==> src/rtl/dtio_cfg.svh <==
// dtio_cfg.svh: offsets-free constants for the drive terminal io logic.
// assumes inclusion by bare name from the delay and top design files.
`ifndef DTIO_CFG_SVH
`define DTIO_CFG_SVH

`define DTIO_CLK_HZ 40000000
`define DTIO_TICK_MS 100
`define DTIO_TICK_CYC ((`DTIO_CLK_HZ / 1000) * `DTIO_TICK_MS)
`define DTIO_DELAY_MAX_TENTHS 36000
`define DTIO_PULSE_MS 250
`define DTIO_PULSE_CYC ((`DTIO_CLK_HZ / 1000) * `DTIO_PULSE_MS)
`define DTIO_OVL_LEAD_S 10
`define DTIO_OVL_LEAD_TENTHS (`DTIO_OVL_LEAD_S * 10)
`define DTIO_CURVE_SEL_RST 12'h321
`define DTIO_BELOW_MIN_RST 12'h000
`define DTIO_VALID_MODE_RST 20'h00000
`define DTIO_OC_FUNC_RST 8'h00
`define DTIO_RELAY_FUNC_RST 8'h02
`define DTIO_PCT_ZERO 16'h0000

`endif

==> src/rtl/dtio_pkg.sv <==
// dtio_pkg: types shared by the terminal io logic.
// assumes dtio_cfg.svh is on the include path.
package dtio_pkg;
   typedef enum logic [1:0] {
      dtio_st_idle,
      dtio_st_count,
      dtio_st_done
   } dtio_dly_e;
   typedef struct packed {
      logic running;
      logic fault_stop;
      logic freq_zero;
      logic motor_ovl_warn;
      logic [15:0] drive_ovl_left;
      logic count_set_hit;
      logic count_des_hit;
      logic length_hit;
      logic seq_cycle_done;
      logic run_time_hit;
      logic set_freq_beyond;
      logic out_freq_at_limit;
      logic speed_mode;
      logic torque_stall;
      logic ready_to_run;
      logic freq_detect_one;
      logic freq_reached;
   } dtio_status_s;
   typedef struct packed {
      logic [15:0] raw;
      logic [15:0] min_point;
      logic [15:0] min_setting;
   } dtio_ain_s;
endpackage

==> src/rtl/dtio_delay.sv <==
// dtio_delay: one filtered digital input with programmable change delay.
// assumes a 100 ms tick enable from the parent and a synchronised input.
`timescale 1ns/1ps
`default_nettype none
`include "dtio_cfg.svh"
module dtio_delay (
   input wire logic clk,
   input wire logic reset,
   input wire logic tick,
   input wire logic level_in,
   input wire logic [15:0] delay_tenths,
   output logic level_out
);
   typedef struct packed {
      dtio_pkg::dtio_dly_e st;
      logic [15:0] cnt;
      logic out;
   } dtio_dly_state_s;
   dtio_dly_state_s s, next_s;
   logic [15:0] lim;

   always_comb begin
      lim = (delay_tenths > 16'(`DTIO_DELAY_MAX_TENTHS)) ?
            16'(`DTIO_DELAY_MAX_TENTHS) : delay_tenths;
      next_s = s;
      case (s.st)
         dtio_pkg::dtio_st_idle: begin
            if (level_in != s.out) begin
               next_s.cnt = 16'h0000;
               if (lim == 16'h0000) begin
                  next_s.out = level_in;
               end else begin
                  next_s.st = dtio_pkg::dtio_st_count;
               end
            end
         end
         dtio_pkg::dtio_st_count: begin
            // a change that reverts before the delay expires is dropped
            if (level_in == s.out) begin
               next_s.st = dtio_pkg::dtio_st_idle;
            end else if (tick) begin
               next_s.cnt = s.cnt + 16'h0001;
               if (s.cnt + 16'h0001 >= lim) begin
                  next_s.st = dtio_pkg::dtio_st_done;
               end
            end
         end
         dtio_pkg::dtio_st_done: begin
            next_s.out = level_in;
            next_s.st = dtio_pkg::dtio_st_idle;
         end
         default: begin
            next_s.st = dtio_pkg::dtio_st_idle;
         end
      endcase
   end

   always_ff @(posedge clk or posedge reset) begin
      if (reset) begin
         s <= '{dtio_pkg::dtio_st_idle, 16'h0000, 1'b0};
      end else begin
         s <= next_s;
      end
   end
   assign level_out = s.out;
endmodule
`default_nettype wire

==> src/rtl/dtio_top.sv <==
// dtio_top: drive terminal logic; analog curve select, input delay and
// polarity, and two function-coded digital outputs.
// assumes status flags come from logic on clk; terminals are asynchronous.
// Notes on behaviour
// units digit picks first analog curve, tens digit picks second; any of five
// curves one and two are two-point; four and five are four-point
// curve three is two-point with its own minimum and maximum points
// below-minimum digits: units first input, tens second, hundreds reserved, default 000
// digit zero below minimum yields the curve's minimum-input setting
// digit one below minimum yields zero percent
// inputs one to three delay changes up to 3600.0 s; others none
// valid-mode digits set polarity of inputs one to five; 1 is active low
// active high input is asserted while tied to common return
// two outputs each have a function code; defaults 0 and 2
// code 1 asserts while running, zero frequency included
// code 2 asserts when stopped by fault
// code 5 asserts running at zero frequency, off when stopped
// code 6 asserts above motor overload pre-warning threshold
// code 7 asserts 10 s before drive overload protection acts
// codes 8 and 9 assert on set and designated count reached
// code 10 asserts when actual length exceeds threshold
// code 11 gives one 250 ms pulse per sequencer cycle
// code 12 asserts when accumulated run time exceeds threshold
// code 13 asserts when set frequency beyond limit and output at limit
// code 14 asserts on torque stall in speed control mode
// code 15 asserts when ready to run without fault
// code 16 asserts while first analog input exceeds second
// codes 3, 4 follow external detect flags; other codes stay inactive
// input delay timing comes from a reset-cleared tick counter on clk; the pulse has its own counter
`timescale 1ns/1ps
`default_nettype none
`include "dtio_cfg.svh"
module dtio_top (
   input wire logic clk,
   input wire logic reset,
   input wire logic [11:0] curve_sel,
   input wire logic [11:0] below_min_sel,
   input wire logic [19:0] valid_mode,
   input wire logic [15:0] delay_one_tenths,
   input wire logic [15:0] delay_two_tenths,
   input wire logic [15:0] delay_three_tenths,
   input wire logic [7:0] oc_func,
   input wire logic [7:0] relay_func,
   input wire dtio_pkg::dtio_ain_s analog_in_first,
   input wire dtio_pkg::dtio_ain_s analog_in_second,
   input wire logic [4:0] digital_in_n,
   input wire dtio_pkg::dtio_status_s status,
   output logic [2:0] curve_first,
   output logic [2:0] curve_second,
   output logic curve_first_four_point,
   output logic curve_second_four_point,
   output logic [15:0] setting_first,
   output logic [15:0] setting_second,
   output logic [4:0] digital_in_active,
   output logic oc_out,
   output logic relay_out
);
   // ----------------------------------------------------------------
   // state
   // ----------------------------------------------------------------
   typedef struct packed {
      logic [4:0] sync1;
      logic [4:0] sync2;
      logic [4:0] sync3;
      logic [4:0] level;
      logic [21:0] tick_cnt;
      logic [23:0] pulse_cnt;
      logic seq_prev;
      logic [2:0] curve_a;
      logic [2:0] curve_b;
      logic four_a;
      logic four_b;
      logic [15:0] set_a;
      logic [15:0] set_b;
      logic [4:0] active;
      logic oc;
      logic relay;
   } dtio_state_s;
   dtio_state_s s, next_s;
   logic tick;
   logic [2:0] delayed;
   logic pulse_on;

   // digit decode is used for both analog inputs
   function automatic logic [2:0] curve_of(input logic [3:0] digit);
      curve_of = (digit >= 4'h1 && digit <= 4'h5) ? digit[2:0] : 3'h1;
   endfunction

   function automatic logic [15:0] scale(input dtio_pkg::dtio_ain_s a,
                                         input logic [3:0] mode);
      if (a.raw < a.min_point) begin
         scale = (mode == 4'h1) ? `DTIO_PCT_ZERO : a.min_setting;
      end else begin
         scale = a.raw;
      end
   endfunction

   function automatic logic out_of(input logic [7:0] code,
                                   input dtio_pkg::dtio_status_s st,
                                   input logic pulse,
                                   input logic [15:0] a,
                                   input logic [15:0] b);
      case (code)
         8'h01: out_of = st.running;
         8'h02: out_of = st.fault_stop;
         8'h03: out_of = st.freq_detect_one;
         8'h04: out_of = st.freq_reached;
         8'h05: out_of = st.running & st.freq_zero;
         8'h06: out_of = st.motor_ovl_warn;
         8'h07: out_of = st.drive_ovl_left <= 16'(`DTIO_OVL_LEAD_TENTHS);
         8'h08: out_of = st.count_set_hit;
         8'h09: out_of = st.count_des_hit;
         8'h0A: out_of = st.length_hit;
         8'h0B: out_of = pulse;
         8'h0C: out_of = st.run_time_hit;
         8'h0D: out_of = st.set_freq_beyond & st.out_freq_at_limit;
         8'h0E: out_of = st.speed_mode & st.torque_stall;
         8'h0F: out_of = st.ready_to_run & ~st.fault_stop;
         8'h10: out_of = a > b;
         default: out_of = 1'b0;
      endcase
   endfunction

   // ----------------------------------------------------------------
   // input delays
   // ----------------------------------------------------------------
   logic [15:0] dly_set [3];
   assign dly_set[0] = delay_one_tenths;
   assign dly_set[1] = delay_two_tenths;
   assign dly_set[2] = delay_three_tenths;
   genvar gi;
   generate
      for (gi = 0; gi < 3; gi++) begin : g_dly
         dtio_delay u_dly (
            .clk(clk),
            .reset(reset),
            .tick(tick),
            .level_in(s.level[gi]),
            .delay_tenths(dly_set[gi]),
            .level_out(delayed[gi])
         );
      end
   endgenerate

   // ----------------------------------------------------------------
   // next state
   // ----------------------------------------------------------------
   always_comb begin
      next_s = s;
      next_s.sync1 = digital_in_n;
      next_s.sync2 = s.sync1;
      next_s.sync3 = s.sync2;
      for (int i = 0; i < 5; i++) begin
         if (s.sync2[i] == s.sync3[i]) begin
            // low pin means terminal closed to common return
            next_s.level[i] = ~s.sync3[i];
         end
      end
      // 100 ms tick drives every delay count
      if (s.tick_cnt == 22'(`DTIO_TICK_CYC - 1)) begin
         next_s.tick_cnt = 22'h000000;
      end else begin
         next_s.tick_cnt = s.tick_cnt + 22'h000001;
      end
      next_s.seq_prev = status.seq_cycle_done;
      if (status.seq_cycle_done && !s.seq_prev) begin
         next_s.pulse_cnt = 24'(`DTIO_PULSE_CYC);
      end else if (s.pulse_cnt != 24'h000000) begin
         next_s.pulse_cnt = s.pulse_cnt - 24'h000001;
      end
      next_s.curve_a = curve_of(curve_sel[3:0]);
      next_s.curve_b = curve_of(curve_sel[7:4]);
      next_s.four_a = next_s.curve_a >= 3'h4;
      next_s.four_b = next_s.curve_b >= 3'h4;
      next_s.set_a = scale(analog_in_first, below_min_sel[3:0]);
      next_s.set_b = scale(analog_in_second, below_min_sel[7:4]);
      for (int i = 0; i < 3; i++) begin
         next_s.active[i] = delayed[i] ^ valid_mode[4 * i];
      end
      for (int i = 3; i < 5; i++) begin
         next_s.active[i] = s.level[i] ^ valid_mode[4 * i];
      end
      next_s.oc = out_of(oc_func, status, pulse_on, s.set_a, s.set_b);
      next_s.relay = out_of(relay_func, status, pulse_on, s.set_a, s.set_b);
   end
   assign tick = (s.tick_cnt == 22'(`DTIO_TICK_CYC - 1));
   assign pulse_on = (s.pulse_cnt != 24'h000000);

   always_ff @(posedge clk or posedge reset) begin
      if (reset) begin
         s <= '0;
         s.sync1 <= 5'h1F;
         s.sync2 <= 5'h1F;
         s.sync3 <= 5'h1F;
         s.curve_a <= 3'h1;
         s.curve_b <= 3'h2;
      end else begin
         s <= next_s;
      end
   end

   assign curve_first = s.curve_a;
   assign curve_second = s.curve_b;
   assign curve_first_four_point = s.four_a;
   assign curve_second_four_point = s.four_b;
   assign setting_first = s.set_a;
   assign setting_second = s.set_b;
   assign digital_in_active = s.active;
   assign oc_out = s.oc;
   assign relay_out = s.relay;

   // ----------------------------------------------------------------
   // checks
   // ----------------------------------------------------------------
   a_pulse_width: assert property (@(posedge clk) disable iff (reset)
      $rose(status.seq_cycle_done) |=> pulse_on [*8])
      else $error("sequencer pulse too short");
   a_zero_pct: assert property (@(posedge clk) disable iff (reset)
      (analog_in_first.raw < analog_in_first.min_point && below_min_sel[3:0] == 4'h1)
      |=> setting_first == 16'h0000)
      else $error("below minimum not zero");
   a_min_setting: assert property (@(posedge clk) disable iff (reset)
      (analog_in_second.raw < analog_in_second.min_point && below_min_sel[7:4] == 4'h0)
      |=> setting_second == $past(analog_in_second.min_setting))
      else $error("below minimum not min setting");
   a_code_zero: assert property (@(posedge clk) disable iff (reset)
      oc_func == 8'h00 |=> !oc_out)
      else $error("code zero drives output");
   a_run_out: assert property (@(posedge clk) disable iff (reset)
      relay_func == 8'h01 |=> relay_out == $past(status.running))
      else $error("running output wrong");
   a_zero_speed: assert property (@(posedge clk) disable iff (reset)
      (oc_func == 8'h05 && !status.running) |=> !oc_out)
      else $error("zero speed on at stop");
   a_ai_compare: assert property (@(posedge clk) disable iff (reset)
      (relay_func == 8'h10 && $stable(setting_first) && $stable(setting_second))
      |=> relay_out == $past(setting_first > setting_second))
      else $error("analog compare wrong");
   a_curve_four: assert property (@(posedge clk) disable iff (reset)
      curve_first_four_point == (curve_first >= 3'h4))
      else $error("curve point count wrong");
   a_tick_span: assert property (@(posedge clk) disable iff (reset)
      tick |=> !tick [*8])
      else $error("tick too frequent");

   // curve point count follows the selected curve on both inputs
   a_curve_second: assert property (@(posedge clk) disable iff (reset)
      curve_second_four_point == (curve_second >= 3'h4))
      else $error("second curve point count wrong");

   // function codes: each output follows its flags one registered cycle later; the code 11 pulse starts two cycles after its event
   a_run_oc: assert property (@(posedge clk) disable iff (reset)
      oc_func == 8'h01 |=> oc_out == $past(status.running))
      else $error("running open collector wrong");
   a_fault_out: assert property (@(posedge clk) disable iff (reset)
      relay_func == 8'h02 |=> relay_out == $past(status.fault_stop))
      else $error("fault output wrong");
   a_detect_one: assert property (@(posedge clk) disable iff (reset)
      relay_func == 8'h03 |=> relay_out == $past(status.freq_detect_one))
      else $error("level detect output wrong");
   a_freq_reached: assert property (@(posedge clk) disable iff (reset)
      oc_func == 8'h04 |=> oc_out == $past(status.freq_reached))
      else $error("frequency reached output wrong");
   a_zero_run: assert property (@(posedge clk) disable iff (reset)
      relay_func == 8'h05 |=> relay_out == $past(status.running && status.freq_zero))
      else $error("zero speed relay wrong");
   a_ovl_warn: assert property (@(posedge clk) disable iff (reset)
      oc_func == 8'h06 |=> oc_out == $past(status.motor_ovl_warn))
      else $error("motor overload warning wrong");
   a_ovl_lead: assert property (@(posedge clk) disable iff (reset)
      (relay_func == 8'h07 && status.drive_ovl_left > 16'(`DTIO_OVL_LEAD_TENTHS)) |=> !relay_out)
      else $error("overload lead too early");
   a_count_set: assert property (@(posedge clk) disable iff (reset)
      relay_func == 8'h08 |=> relay_out == $past(status.count_set_hit))
      else $error("set count output wrong");
   a_count_des: assert property (@(posedge clk) disable iff (reset)
      oc_func == 8'h09 |=> oc_out == $past(status.count_des_hit))
      else $error("designated count output wrong");
   a_length_out: assert property (@(posedge clk) disable iff (reset)
      oc_func == 8'h0A |=> oc_out == $past(status.length_hit))
      else $error("length output wrong");
   a_pulse_idle: assert property (@(posedge clk) disable iff (reset)
      (oc_func == 8'h0B && !pulse_on) |=> !oc_out)
      else $error("sequencer pulse without event");
   a_pulse_seen: assert property (@(posedge clk) disable iff (reset)
      (oc_func == 8'h0B && $rose(status.seq_cycle_done)) ##1 oc_func == 8'h0B |=> oc_out)
      else $error("sequencer pulse missing");
   a_run_time: assert property (@(posedge clk) disable iff (reset)
      relay_func == 8'h0C |=> relay_out == $past(status.run_time_hit))
      else $error("run time output wrong");
   a_freq_limit: assert property (@(posedge clk) disable iff (reset)
      oc_func == 8'h0D |=> oc_out == $past(status.set_freq_beyond && status.out_freq_at_limit))
      else $error("frequency limit output wrong");
   a_torque_stall: assert property (@(posedge clk) disable iff (reset)
      (relay_func == 8'h0E && !status.speed_mode) |=> !relay_out)
      else $error("stall output outside speed mode");
   a_ready_run: assert property (@(posedge clk) disable iff (reset)
      (oc_func == 8'h0F && status.fault_stop) |=> !oc_out)
      else $error("ready output with fault");
   a_unused_code: assert property (@(posedge clk) disable iff (reset)
      relay_func > 8'h10 |=> !relay_out)
      else $error("unused code drives relay");
endmodule
`default_nettype wire

==> config.mk <==
export PLATFORM = sky130hd
export DESIGN_NAME = dtio_top
export DESIGN_NICKNAME = d
export VERILOG_FILES = /design/src/rtl/dtio_pkg.sv /design/src/rtl/dtio_delay.sv /design/src/rtl/dtio_top.sv
export VERILOG_INCLUDE_DIRS = /design/src /design/src/rtl
export SDC_FILE = /design/constraint.sdc
export NUM_CORES = 1
export LEC_CHECK = 0
export BUFFER_PORTS_ARGS = -buffer_cell sky130_fd_sc_hd__clkbuf_2
export CAP_MARGIN = 15
export CORE_MARGIN = 5
export CORE_UTILIZATION = 37
export CTS_CLUSTER_SIZE = 30
export DETAILED_ROUTE_END_ITERATION = 16
export HOLD_SLACK_MARGIN = 0.12
export PLACE_DENSITY = 0.69
export SYNTH_ARGS = -nofsm -noshare
export SYNTH_HDL_FRONTEND = slang
export SYNTH_SLANG_ARGS = --single-unit
export TNS_END_PERCENT = 1
==> constraint.sdc <==
create_clock -name clk -period 5.04 [get_ports clk]
set_input_delay 0 -clock clk [delete_from_list [all_inputs] [get_ports clk]]
set_output_delay 0 -clock clk [all_outputs]
set_load 0.05 [all_outputs]
==> results.cfg <==
[global_route]
grtUsageMet1_pct = 22.9
grt_use_met3_pct = 2.79
first_global_vias = 9851
gr-usage-met2_pct = 28.7
antenna_found_initial = 0
grt-busiest-layer = met2
grt.overflow.total = 0
grt_max_degree = 68
grt_first_pass_wirelength_mm = 48.0
grt.total_usage_pct = 17.1

[logic_synthesis]
synthTopCellsByArea = dfrtp_1 (34%), ha_1 (11%), dfstp_2 (4.0%)
synthArstFlopShare_pct = 100
ys_seq_area_share_pct = 38.0
synth_cells = 1199
synth_commonest_cells = dfrtp_1 (152), nand2_1 (103), ha_1 (99)
postSynthNetCount = 1541
synth_top_cell_area_share_pct = 34.0
yosysWarnings = 0
syn_area_sq_um = 11200
synth-main-ff-cell = dfrtp_1
synth_area_leader_cell = dfrtp_1
avgSynthCellArea_sq_um = 9.32
yosys_register_bits = 169
synth_most_common_cell = dfrtp_1
synth_cell_types = 65
synth-edff-count = 0

[setup_path]
crit_buf_inv = 0
cp_slowest_cell = nor4_1
end_kind = flip-flop
crit_chain = nand3_1, nor4_1, nand3_1, xnor2_1, ha_1, a21o_1, a21o_1, a211oi_1, o21ai_0, and2_1
worstSetupPathType = flip-flop to flip-flop
start_kind = flip-flop
ff2ff_path_depth = 10
crit_arrival_ns = 3.59
r2r_setup_slack_ns = 1.76
slowest_delay_ns = 0.80
cp.required_ns = 5.35
r2r_end = g_dly[2].u_dly.s[18]$_DFFE_PP0P_
critPathTopFamily = simple AND/OR/NAND/NOR gates
r2r_start = g_dly[2].u_dly.s[1]$_DFFE_PP0P_
path_max_fanout = 6

[cells_and_area]
area_growth_pct = 27.5
fin_util_pct = 48.0
fillCellCount = 2780
layout-drive-gt1-share_pct = 24.9
antenna_cells = 0
nNetsFinal = 1866

[timing]
period_minus_slack_ns = 3.28
hold_viol = 0
worst_pin_slew_ns = 0.988
period_share_pct = 65.0
rsz0062_at_grt = false
fmaxAchievable_mhz = 305
max_slew_margin_pct = 33.5
whs_ns = 0.137
drv_slew = 0
setup_slack_ns = 1.76
skew_ns = 0.0139
setup_violations = 0
tns_ns = 0

[route]
drt-pass1-iter-count = 5
post-route-drc-count = 0
vias = 9868
drtIter0Drc = 498
ant_nets = 0
avgViaCountPerCell = 5.12
wirelength_mm = 29.3
wl_per_cell_microns = 15.2

[outcome]
status = complete, no violations

[floorplanning]
io_pins = 290
dieHeight_microns = 184
rows = 63
die_w_microns = 184
die_area_sq_um = 33800
coreArea_sq_um = 29700
start_util_pct = 37.6

[placement]
dpl.hpwl_mm = 22.5
post-place-ws_ns = 1.72
place.port_buffers = 266
gp_congestion = 0.894

[clock_tree]
clk_path_buf_depth = 2
cts_sinks = 169
htreeDepth = 4
clockRootBuffer = clkbuf_16
cts_tree = built
clk_latency_ns = 0.43
cts.reportedPaths.clkPinSlew_ns = 0.07
cts_buffers = 17

[power_and_ir_drop]
p_leak_uw = 0.00692
power_density_nw_per_um2 = 261
vdd_drop_max_mv = 0.200

[run]
cap_viol_max_count = 0

[worst_hold_path]
hp-class = input pin to asynchronous set/reset pin
registers in the layout (all words and copies together) (netlist names), 3 cells and up:
name	cells
s	57
g_dly.u_dly.s	54
setting_first	16
setting_second	16
next_s	10
digital_in_active	5
curve_first	3
curve_second	3
g_dly.u_dly.level_out	3
how the worst max path moves through the flow:
stage,slack (ns),cells after the start,endpoint,startpoint
after floorplan,0.49,1,curve_first[1]$_DFF_PP0_,reset
after global placement,1.79,11,g_dly[1].u_dly.s[17]$_DFFE_PP0P_,g_dly[1].u_dly.s[3]$_DFFE_PP0P_
after detailed placement,1.72,11,g_dly[1].u_dly.s[17]$_DFFE_PP0P_,g_dly[1].u_dly.s[3]$_DFFE_PP0P_
after CTS,1.69,11,g_dly[1].u_dly.s[17]$_DFFE_PP0P_,g_dly[1].u_dly.s[3]$_DFFE_PP0P_
after global routing,1.52,10,g_dly[2].u_dly.s[18]$_DFFE_PP0P_,g_dly[2].u_dly.s[1]$_DFFE_PP0P_
final,1.76,10,g_dly[2].u_dly.s[18]$_DFFE_PP0P_,g_dly[2].u_dly.s[1]$_DFFE_PP0P_
per-layer routing:
layer	up-vias	wire [microns]	share of wire, %
met3	47	1070	3.6
met1	4741	13500	46
li1	4874	-	-
met4	0	605	2.1
met5	-	0	0
met2	206	14100	48
per-stage QoR:
stage,std cells,area [sq um],total power [uW]
after floorplan,1199,11200,2100
after global placement,1793,12600,2300
after detailed placement,1793,12600,2320
after CTS,1926,14200,3760
after global routing,1927,14300,3920
final,1927,14300,3720
layout make-up:
cell class,instances,area (sq um),share of cell area [%]
clock buffers,17,425,2.98
clock inverters,15,180,1.26
inverters,66,253,1.77
multi-input cells,895,6260,43.9
flip-flops and latches,169,4250,29.8
well taps,390,488,3.42
repair buffers,375,2400,16.8
timing repair:
item / CTS / global route
hold buffers: 101 / 0
buffers inserted: 0 / 0
hold endpoints to repair: 116 / 0
gates resized for setup: 0 / 0
worst min-delay path: cells and delay by family:
kind / cells / cell delay, ns
buffers and inverters: 3 / 1.01
cells in the final DEF, fill, tap and decap left out, types with 5 or more instances in the layout:
master / netlist / final
nand3_1: 46 / 46
xor2_1: 47 / 47
clkbuf_16: 0 / 17
nor2b_1: 46 / 46
o31ai_1: 13 / 13
nor4_1: 16 / 16
nand2_1: 103 / 103
a22o_1: 10 / 10
a21o_1: 19 / 19
nor2_1: 83 / 83
dlygate4sd3_1: 0 / 101
dfrtp_1: 152 / 152
dfstp_2: 17 / 17
ha_1: 99 / 99
inv_8: 0 / 7
or2_2: 5 / 5
or3_1: 18 / 18
or4_1: 5 / 5
o21ai_0: 69 / 69
a21oi_1: 35 / 35
buf_4: 43 / 7
or4_4: 5 / 5
inv_1: 65 / 64
clkbuf_2: 0 / 266
and2_1: 11 / 11
o21ai_1: 24 / 24
a31oi_1: 6 / 6
and4_1: 5 / 5
xnor2_1: 39 / 39
nand2b_1: 22 / 22
nor3b_1: 7 / 7
a32o_1: 7 / 7
mux2_2: 36 / 36
and3_1: 13 / 13
nand4_1: 26 / 26
a211oi_1: 8 / 8
nor3_1: 20 / 20
cells by family after synthesis:
family | synth area share (%)
AO/OA/AOI/OAI | 12.9
AND/OR/NAND/NOR | 21.1
multiplexers | 4.01
flip-flops | 38.0
buffers and inverters | 6.09
adder cells (fa/ha/maj) | 11.1
XOR/XNOR | 6.74
where the power goes:
part	internal, uW	switching (uW)	leakage [uW]
clock	715	627	0.000297
sequential	1440	69.3	0.00212
combinational	361	500	0.00450
(Power assumes the default switching activity.)
